<file path="config.mk">
export PLATFORM = sky130hd
export DESIGN_NAME = ppl_pin_location
export DESIGN_NICKNAME = d
export VERILOG_FILES = /design/src/rtl/ppl_pkg.sv /design/src/rtl/ppl_pin_location.sv
export SDC_FILE = /design/constraint.sdc
export NUM_CORES = 1
export LEC_CHECK = 0
export BUFFER_PORTS_ARGS = -buffer_cell sky130_fd_sc_hd__buf_4
export CORE_MARGIN = 2
export CORE_UTILIZATION = 37
export CTS_CLUSTER_DIAMETER = 60
export DETAILED_ROUTE_END_ITERATION = 10
export PLACE_DENSITY = 0.78
export SYNTH_ARGS = -nofsm -noshare
export SYNTH_HDL_FRONTEND = slang
export SYNTH_SLANG_ARGS = --single-unit
</file>
<file path="constraint.sdc">
create_clock -name mclk -period 2.2 [get_ports mclk]
set_clock_uncertainty 0.05 [all_clocks]
set_input_delay 0.22 -clock mclk [delete_from_list [all_inputs] [get_ports mclk]]
set_output_delay 0.22 -clock mclk [all_outputs]
set_load 0.02 [all_outputs]
</file>
<file path="src/rtl/ppl_pkg.sv">
// Package of the pin location select block: register map, field layout,
// location codes and the bus and state carriers.
// Assumes a classic Wishbone slave port with 32-bit data and byte addresses.
package ppl_pkg;

    // ************************************************************
    // Register map
    // ************************************************************
    localparam logic [31:0] SCK_LOC_ADDR = 32'h400440B0;
    localparam logic [31:0] DSR_LOC_ADDR = 32'h400440B4;
    localparam logic [31:0] DCD_LOC_ADDR = 32'h400440B8;
    localparam logic [31:0] RI_LOC_ADDR = 32'h400440BC;

    // ************************************************************
    // Field layout and reset values
    // ************************************************************
    localparam int LOC_LSB = 0;
    localparam int LOC_W = 2;
    localparam logic [1:0] LOC_RESET = 2'h0;

    // ************************************************************
    // Location codes
    // ************************************************************
    localparam logic [1:0] SCK_LOC_PIN0 = 2'h0;
    localparam logic [1:0] SCK_LOC_PIN1 = 2'h1;
    localparam logic [1:0] SCK_LOC_PIN2 = 2'h2;
    localparam logic [1:0] MODEM_LOC_PORT2 = 2'h0;
    localparam logic [1:0] MODEM_LOC_PORT3 = 2'h1;

    // ************************************************************
    // Carriers
    // ************************************************************
    typedef struct packed {
        logic cyc;
        logic stb;
        logic we;
        logic [31:0] adr;
        logic [31:0] dat;
        logic [3:0] sel;
    } ppl_wb_req_t;

    typedef struct packed {
        logic ack;
        logic [31:0] dat;
    } ppl_wb_rsp_t;

    // Serial clock candidate pins, one bit per pin
    typedef struct packed {
        logic [2:0] out;
        logic [2:0] oe;
    } ppl_sck_pins_t;

    typedef struct packed {
        logic ack;
        logic [31:0] rdat;
        logic [1:0] serial_clock_location_field;
        logic [1:0] set_ready_location_field;
        logic [1:0] carrier_location_field;
        logic [1:0] ring_location_field;
        ppl_sck_pins_t sck_pins;
        logic sck_to_ssp;
        logic set_ready;
        logic carrier_detect;
        logic ring_indicator;
    } ppl_state_t;

endpackage

</file>
<file path="src/rtl/ppl_pin_location.sv">
// Pin location select: four location registers on a Wishbone slave and the
// multiplexers that route the serial clock and three modem inputs to pins.
// Assumes per-pin function-select logic outside reports, per candidate pin,
// whether that pin's function field picks the relocatable signal.
//
// Summary of operation
// The serial clock location field in bits 1:0 picks candidate pin 0, 1 or 2; code 3 is reserved; reset 0.
// A relocatable signal reaches a pin only when the location selects that pin and the pin's own function picks it.
// The set-ready location field in bits 1:0 picks the port-2 pin on 0 or the port-3 pin on 1; reset 0.
// The carrier location field in bits 1:0 takes the input from the port-2 pin on 0 or the port-3 pin on 1, reset 0.
// The ring location field in bits 1:0 takes the input from the port-2 pin on 0 or the port-3 pin on 1, reset 0.
// The modem location registers act only on the later variant; otherwise the inputs stay on their port-2 pins.
// Software must program both the per-pin function fields and the modem location registers to use port-3 pins.
// Bits 31:2 of each location register read zero and ignore writes, and a reserved code connects no pin.
//
// Added by the designer: the Wishbone register port.
`timescale 1ns/1ps

module ppl_pin_location #(
    parameter bit LATER_VARIANT = 1'b1,
    parameter bit MODEM_IDLE = 1'b1
) (
    input wire logic mclk,
    input wire logic sys_rst,
    input wire ppl_pkg::ppl_wb_req_t wb_req,
    output ppl_pkg::ppl_wb_rsp_t wb_rsp,
    input wire logic ssp_serial_clock_out,
    input wire logic ssp_serial_clock_oe,
    input wire logic [2:0] sck_pin_in,
    input wire logic [2:0] sck_pin_function_select,
    output ppl_pkg::ppl_sck_pins_t sck_pins,
    output logic ssp_serial_clock_in,
    input wire logic [1:0] set_ready_pin_in,
    input wire logic [1:0] set_ready_pin_function_select,
    input wire logic [1:0] carrier_pin_in,
    input wire logic [1:0] carrier_pin_function_select,
    input wire logic [1:0] ring_pin_in,
    input wire logic [1:0] ring_pin_function_select,
    output logic set_ready_input,
    output logic carrier_detect_input,
    output logic ring_indicator_input
);

    // ************************************************************
    // Routing helpers
    // ************************************************************

    // One-hot pin choice for the serial clock; reserved code gives no pin
    function automatic logic [2:0] sck_pin_pick(input logic [1:0] loc, input logic [2:0] pin_function_select);
        logic [2:0] hot;
        hot = 3'h0;
        case (loc)
            ppl_pkg::SCK_LOC_PIN0: hot = 3'h1;
            ppl_pkg::SCK_LOC_PIN1: hot = 3'h2;
            ppl_pkg::SCK_LOC_PIN2: hot = 3'h4;
            default: hot = 3'h0;
        endcase
        return hot & pin_function_select;
    endfunction

    // Modem input from its port-2 or port-3 candidate; idle when unrouted
    function automatic logic modem_route(input logic [1:0] loc, input logic [1:0] pin,
                                         input logic [1:0] pin_function_select);
        logic [1:0] eff;
        logic v;
        eff = LATER_VARIANT ? loc : ppl_pkg::MODEM_LOC_PORT2;
        v = MODEM_IDLE;
        case (eff)
            ppl_pkg::MODEM_LOC_PORT2: begin
                v = pin_function_select[0] ? pin[0] : MODEM_IDLE;
            end
            ppl_pkg::MODEM_LOC_PORT3: begin
                v = pin_function_select[1] ? pin[1] : MODEM_IDLE;
            end
            default: v = MODEM_IDLE;
        endcase
        return v;
    endfunction

    // Location word as read back; upper bits are always zero
    function automatic logic [31:0] loc_word(input logic [1:0] loc);
        logic [31:0] w;
        w = 32'h0;
        w[ppl_pkg::LOC_LSB +: ppl_pkg::LOC_W] = loc;
        return w;
    endfunction

    // Register slot of a byte address; slot 4 means no register lives there
    function automatic logic [2:0] reg_slot(input logic [31:0] adr);
        logic [2:0] slot;
        slot = 3'h4;
        case (adr)
            ppl_pkg::SCK_LOC_ADDR: slot = 3'h0;
            ppl_pkg::DSR_LOC_ADDR: slot = 3'h1;
            ppl_pkg::DCD_LOC_ADDR: slot = 3'h2;
            ppl_pkg::RI_LOC_ADDR: slot = 3'h3;
            default: slot = 3'h4;
        endcase
        return slot;
    endfunction

    // ************************************************************
    // State
    // ************************************************************
    ppl_pkg::ppl_state_t st_r;
    ppl_pkg::ppl_state_t st_nxt;

    logic req;
    logic wr_lo;
    logic [1:0] wfield;
    logic [2:0] sck_hot;
    logic [2:0] req_slot;

    assign req = wb_req.cyc & wb_req.stb;
    assign req_slot = reg_slot(wb_req.adr);
    // Only byte lane 0 holds a field, so other lanes cannot change anything
    assign wr_lo = req & wb_req.we & wb_req.sel[0] & ~st_r.ack;
    assign wfield = wb_req.dat[ppl_pkg::LOC_LSB +: ppl_pkg::LOC_W];
    assign sck_hot = sck_pin_pick(st_r.serial_clock_location_field, sck_pin_function_select);

    // ************************************************************
    // Next state
    // ************************************************************
    always_comb begin
        st_nxt = st_r;

        // Single-cycle answer; ack drops the cycle after it was given
        st_nxt.ack = req & ~st_r.ack;
        st_nxt.rdat = 32'h0;
        if (req & ~wb_req.we & ~st_r.ack) begin
            case (req_slot)
                3'h0: st_nxt.rdat = loc_word(st_r.serial_clock_location_field);
                3'h1: st_nxt.rdat = loc_word(st_r.set_ready_location_field);
                3'h2: st_nxt.rdat = loc_word(st_r.carrier_location_field);
                3'h3: st_nxt.rdat = loc_word(st_r.ring_location_field);
                default: st_nxt.rdat = 32'h0;
            endcase
        end

        if (wr_lo) begin
            case (req_slot)
                3'h0: begin
                    st_nxt.serial_clock_location_field = wfield;
                end
                3'h1: begin
                    st_nxt.set_ready_location_field = wfield;
                end
                3'h2: begin
                    st_nxt.carrier_location_field = wfield;
                end
                3'h3: begin
                    st_nxt.ring_location_field = wfield;
                end
                default: begin
                    // Unmapped writes are acknowledged and dropped
                    st_nxt.ring_location_field = st_r.ring_location_field;
                end
            endcase
        end

        // Serial clock drive: only the selected, function-matched pin drives
        st_nxt.sck_pins.out = sck_hot & {3{ssp_serial_clock_out}};
        st_nxt.sck_pins.oe = sck_hot & {3{ssp_serial_clock_oe}};
        // Clock back to the port from the routed pin, low when none is routed
        st_nxt.sck_to_ssp = |(sck_hot & sck_pin_in);

        st_nxt.set_ready = modem_route(st_r.set_ready_location_field, set_ready_pin_in,
                                       set_ready_pin_function_select);
        st_nxt.carrier_detect = modem_route(st_r.carrier_location_field, carrier_pin_in,
                                            carrier_pin_function_select);
        st_nxt.ring_indicator = modem_route(st_r.ring_location_field, ring_pin_in,
                                            ring_pin_function_select);
    end

    // ************************************************************
    // Registers
    // ************************************************************
    always_ff @(posedge mclk or posedge sys_rst) begin
        if (sys_rst) begin
            st_r.ack <= 1'b0;
            st_r.rdat <= 32'h0;
            st_r.serial_clock_location_field <= ppl_pkg::LOC_RESET;
            st_r.set_ready_location_field <= ppl_pkg::LOC_RESET;
            st_r.carrier_location_field <= ppl_pkg::LOC_RESET;
            st_r.ring_location_field <= ppl_pkg::LOC_RESET;
            st_r.sck_pins <= '0;
            st_r.sck_to_ssp <= 1'b0;
            st_r.set_ready <= MODEM_IDLE;
            st_r.carrier_detect <= MODEM_IDLE;
            st_r.ring_indicator <= MODEM_IDLE;
        end else begin
            st_r <= st_nxt;
        end
    end

    // ************************************************************
    // Outputs
    // ************************************************************
    // Routed signals are registered, so a pin change shows one cycle late
    assign wb_rsp.ack = st_r.ack;
    assign wb_rsp.dat = st_r.rdat;
    assign sck_pins = st_r.sck_pins;
    assign ssp_serial_clock_in = st_r.sck_to_ssp;
    assign set_ready_input = st_r.set_ready;
    assign carrier_detect_input = st_r.carrier_detect;
    assign ring_indicator_input = st_r.ring_indicator;

endmodule

</file>
# After elaboration in Yosys (flattened, before gate mapping)
# Cells that the tools add are included.
# word_totals
ff_bits,51
latchBits,0
ramBits,0
mem_bits_ro,0
output_inout_bits,43
elab_cells,60
memories,0
# op_classes
add_sub_neg,0
mul,0
n_div,0
order_cmp,0
eq_ne,12
shift,0
muxes,13
bitwise_logic,13
reduce_logical,10
# ops
op,count
32-bit by 31-bit equality test with 1-bit output (second input constant),4
3-bit AND,4
3-bit one-hot mux with 4 select lines,1
3-bit one-hot mux with 3 select lines,1
2-bit by 1-bit equality test with 1-bit output (second input constant),4
2-bit logical NOT,4
2-bit one-hot mux with 4 select lines,1
2-bit AND reduction,4
1-bit AND,7
3-bit by 2-bit equality test with 1-bit output (second input constant),2
1-bit 2-to-1 mux,6
1-bit one-hot mux with 2 select lines,3
3-bit by 1-bit equality test with 1-bit output (second input constant),1
3-bit logical NOT,1
3-bit OR reduction,1
2-bit equality test (second input constant),1
2-bit 2-to-1 mux,1
1-bit inverter,2

# Logic depth before layout (Yosys ltp)
# depth
word_depth,5
ltp_mapped,5
depth_no_buf,5

# Worst setup path before layout
# Ideal clock, no wire load.
# synth_timing
kind,register to register
start,"register st_r, in the netlist wb_rsp[32]"
end,register st_r[16] (netlist bit)
setup_ns,0.125
arrival_time_ns,1.478
required_ns,2.025
slack_ns,0.547
stages_incl_launch_ff,6
n_path_buf,0
cell_sequence,dfrtp_1 > nand3b_1 > inv_1 > nand4_1 > nor3_1 > mux2_2
# synth_via
elab_chain_len,3
# synth_lines
item,line_no,text
"start, declared",ppl_pin_location.sv:105,ppl_pkg::ppl_state_t st_r;
"start signal, assigned",ppl_pin_location.sv:192,st_r <= st_nxt;
1-bit inverter,ppl_pin_location.sv:117,assign wr_lo = req & wb_req.we & wb_req.sel[0] & ~st_r.ack;
1-bit AND,ppl_pin_location.sv:117,
2-bit AND reduction (no line),--,
# Every way passes these cells.
# A chain may end at the register's enable or synchronous reset.

# Worst setup path in the final report
# layout_timing
start,"register st_r, in the netlist wb_rsp[32]"
end,register st_r[17] (netlist bit)
# Same word-level chain as after synthesis.

==> impl_metrics.prom <==
# TYPE chip_impl_metric gauge
chip_impl_info{name="outcome",value="complete, no violations"} 1
chip_impl_metric{name="numCtsBuffers",unit=""} 3
chip_impl_metric{name="synth.cell_area",unit="mm^2"} 0.00147
chip_impl_metric{name="placementRows",unit=""} 22
chip_impl_metric{name="dp_worst_setup_slack",unit="ps"} 341
chip_impl_metric{name="die-area",unit="mm^2"} 0.00449
chip_impl_info{name="worstSetupEndpointType",value="register"} 1
chip_impl_metric{name="max_clock_freq",unit="MHz"} 633
chip_impl_info{name="final_common_cell",value="buf_4"} 1
chip_impl_metric{name="finalSetupTns",unit="ps"} 0
chip_impl_metric{name="worst-slew-pin-transition",unit="ps"} 766
chip_impl_metric{name="yosysWarnings",unit=""} 0
chip_impl_metric{name="overflow",unit=""} 0
chip_impl_metric{name="floorplan.die.width",unit="um"} 67.0
chip_impl_info{name="min-delay-path-class",value="in2async"} 1
chip_impl_metric{name="first_pass_grt_wire_length",unit="um"} 4380
chip_impl_metric{name="timing.final.setup_violations",unit=""} 0
chip_impl_metric{name="peakVddDrop",unit="V"} 0.000200
chip_impl_metric{name="area.growth.synth_to_final",unit="%"} 31.8
chip_impl_metric{name="filler_cell_count",unit=""} 360
chip_impl_metric{name="regToRegSetupSlack",unit="ps"} 620
chip_impl_metric{name="power.static_leakage",unit="nW"} 1.00
chip_impl_metric{name="synth-seq-area-share",unit=""} 0.361
chip_impl_metric{name="drv_slew",unit=""} 0
chip_impl_metric{name="grt_usage",unit=""} 0.128
chip_impl_metric{name="drtPass1Iterations",unit=""} 4
chip_impl_metric{name="timing.reg2reg.worst_path_depth",unit=""} 5
chip_impl_metric{name="antenna_violating_nets_post_route",unit=""} 0
chip_impl_metric{name="max_cap_violations",unit=""} 0
chip_impl_metric{name="crit_required",unit="ps"} 2300
chip_impl_metric{name="arrival",unit="ps"} 1680
chip_impl_metric{name="hold_ws",unit="ps"} 49.2
chip_impl_metric{name="h_tree_levels",unit=""} 1
chip_impl_metric{name="post_cts_buffers",unit=""} 0
chip_impl_metric{name="drt_drc_violations_left",unit=""} 0
chip_impl_metric{name="detailedRoute.firstIterationViolations",unit=""} 17
chip_impl_metric{name="synth_seq_cells",unit=""} 21
chip_impl_metric{name="layout.nets",unit=""} 282
chip_impl_info{name="critical_path_launch_point_type",value="register"} 1
chip_impl_metric{name="final_min_period_over_clock_period",unit=""} 0.718
chip_impl_metric{name="maximum_number_of_pins_on_one_net_before_global_route_repair",unit=""} 22
chip_impl_metric{name="place.detailed.hpwl",unit="um"} 2400
chip_impl_metric{name="gp_routability_congestion",unit=""} 0.681
chip_impl_metric{name="cts_buffer_depth",unit=""} 2
chip_impl_metric{name="core_area",unit="mm^2"} 0.00374
chip_impl_metric{name="timing.max_slew.rel_slack",unit=""} 0.489
chip_impl_metric{name="io_pins",unit=""} 136
chip_impl_metric{name="clock_latency",unit="ps"} 260
chip_impl_metric{name="cts_hold_buf",unit=""} 0
chip_impl_metric{name="finalWorstSetupSlack",unit="ps"} 621
chip_impl_metric{name="critical_path.max_fanout",unit=""} 2
chip_impl_metric{name="num_vias",unit=""} 1044
chip_impl_metric{name="final_layout_size_suffix_gt1_frac",unit=""} 0.543
chip_impl_metric{name="antenna_diodes",unit=""} 0
chip_impl_metric{name="post_synthesis_average_cell_area",unit="um^2"} 12.0
chip_impl_metric{name="route.detailed.wl_per_inst",unit="um"} 11.8
chip_impl_info{name="worstReg2RegStart",value="wb_rsp[32]$_DFF_PP0_"} 1
chip_impl_info{name="cts_root_buffer",value="clkbuf_8"} 1
chip_impl_info{name="timing.rr.end",value="st_r[17]$_DFFE_PP0P_"} 1
chip_impl_metric{name="via_to_cell_ratio",unit=""} 4.42
chip_impl_metric{name="finalCriticalPeriod",unit="ps"} 1580
chip_impl_metric{name="synth_cell_type_count",unit=""} 31
chip_impl_info{name="mostFrequentLayoutCells",value="buf_4, conb_1, dfrtp_1"} 1
chip_impl_metric{name="cts_resized",unit=""} 0
chip_impl_metric{name="grt_pass1_vias",unit=""} 995
chip_impl_info{name="cts_tree",value="yes"} 1
chip_impl_metric{name="hold_viol_final",unit=""} 0
chip_impl_metric{name="finalWirelength",unit="um"} 2790
chip_impl_metric{name="p_per_area",unit="mW/mm^2"} 437
chip_impl_metric{name="reg_clk_slew_reported_paths",unit="ps"} 80
chip_impl_metric{name="initial_utilization",unit=""} 0.392
chip_impl_metric{name="syn-instance-count",unit=""} 122
chip_impl_info{name="critical_path_start_end_classification",value="reg2reg"} 1
chip_impl_metric{name="dieHeight",unit="um"} 67.0
chip_impl_info{name="grt_setup_unrepaired",value="false"} 1
chip_impl_metric{name="io_buffer_count",unit=""} 72
chip_impl_metric{name="antenna_found_initial",unit=""} 0
chip_impl_info{name="worst_setup_path_startpoint",value="wb_rsp[32]$_DFF_PP0_"} 1
chip_impl_metric{name="cts.sinks",unit=""} 21
## registers in the layout, summed over array words and instances (netlist names)
signal and cells:
carrier_detect_input 1, ring_indicator_input 1, sck_pins 6, set_ready_input 1, ssp_serial_clock_in 1, st_r 8
wb_rsp 3
## worst max path at each step
| stage | end | slack, ps |
|---|---|---|
| after floorplan | st_r[16]$_DFFE_PP0P_ | 550 |
| after global placement | st_r[16]$_DFFE_PP0P_ | 430 |
| after detailed placement | st_r[17]$_DFFE_PP0P_ | 340 |
| after CTS | st_r[17]$_DFFE_PP0P_ | 610 |
| after global routing | st_r[17]$_DFFE_PP0P_ | 480 |
| final | st_r[17]$_DFFE_PP0P_ | 620 |
## worst max-delay path: stages (launching register included)
cell	delay (ps)
dfrtp_1	380
nand3b_1	170
inv_1	80
nand4_1	100
nor3_1	300
mux2_2	390
## final cells by class
type / instances / area [um^2] / area share
inverter: 5 / 18.8 / 0.00970
sequential: 21 / 529 / 0.274
tap: 48 / 60.1 / 0.0310
multi-input combinational: 85 / 732 / 0.378
clock inverter: 1 / 5.00 / 0.00259
timing repair buffer: 73 / 548 / 0.283
clock buffer: 3 / 41.3 / 0.0213
## logic make-up after synthesis
logic type / share of synthesized area
other: 0.00256
buffers and inverters: 0.215
DFF: 0.361
muxes: 0.102
and+or+nand+nor: 0.294
AOI/OAI and AO/OA: 0.0256
## layer usage
| layer | track usage | up-vias | routed length, um |
|---|---|---|---|
| li1 | - | 497 | - |
| met1 | 0.139 | 486 | 1020 |
| met2 | 0.243 | 59 | 1520 |
| met3 | 0.0236 | 2 | 227 |
| met4 | 0.0459 | 0 | 18 |
| met5 | 0 | - | 0 |
## cell usage after synthesis (all sizes together)
master  instances  share of area
nor2            2         0.0051
nand4b          2          0.012
and2b           1         0.0051
nor4            6          0.087
clkbuf          1         0.0026
nor4b           5          0.061
nor4bb          2          0.014
and4bb          1         0.0085
nor2b           1         0.0043
nand2b          3          0.013
o21ai           1         0.0034
nand2           5          0.013
and3            2         0.0085
inv             5          0.013
a31oi           1         0.0043
o32ai           3          0.018
or2             1         0.0043
conb            1         0.0026
nand3           1         0.0034
nand3b          1         0.0051
dfrtp          18           0.31
mux2            8          0.072
dfstp           3          0.054
nor3b           2          0.010
mux4            2          0.031
nand4           4          0.038
nor3            1         0.0034
buf            39           0.20
## power by group
group          switching, W  internal (W)  total, W  leakage [nW]
Combinational      0.000108     0.0000944  0.000202         0.696
Clock              0.000121      0.000126  0.000247        0.0255
Sequential       0.00000213      0.000394  0.000397         0.279
## metrics by stage
step	total power, W	std cells	area [um^2]	utilization
2_1_floorplan	0.000537	151	1580	-
3_3_place_gp	0.000604	232	1890	0.504
3_5_place_dp	0.000607	232	1890	0.504
4_1_cts	0.000855	236	1930	0.517
5_1_grt	0.000888	236	1930	0.517
6_report	0.000846	236	1930	0.517
Note: power is estimated with default switching activity, not from simulation.
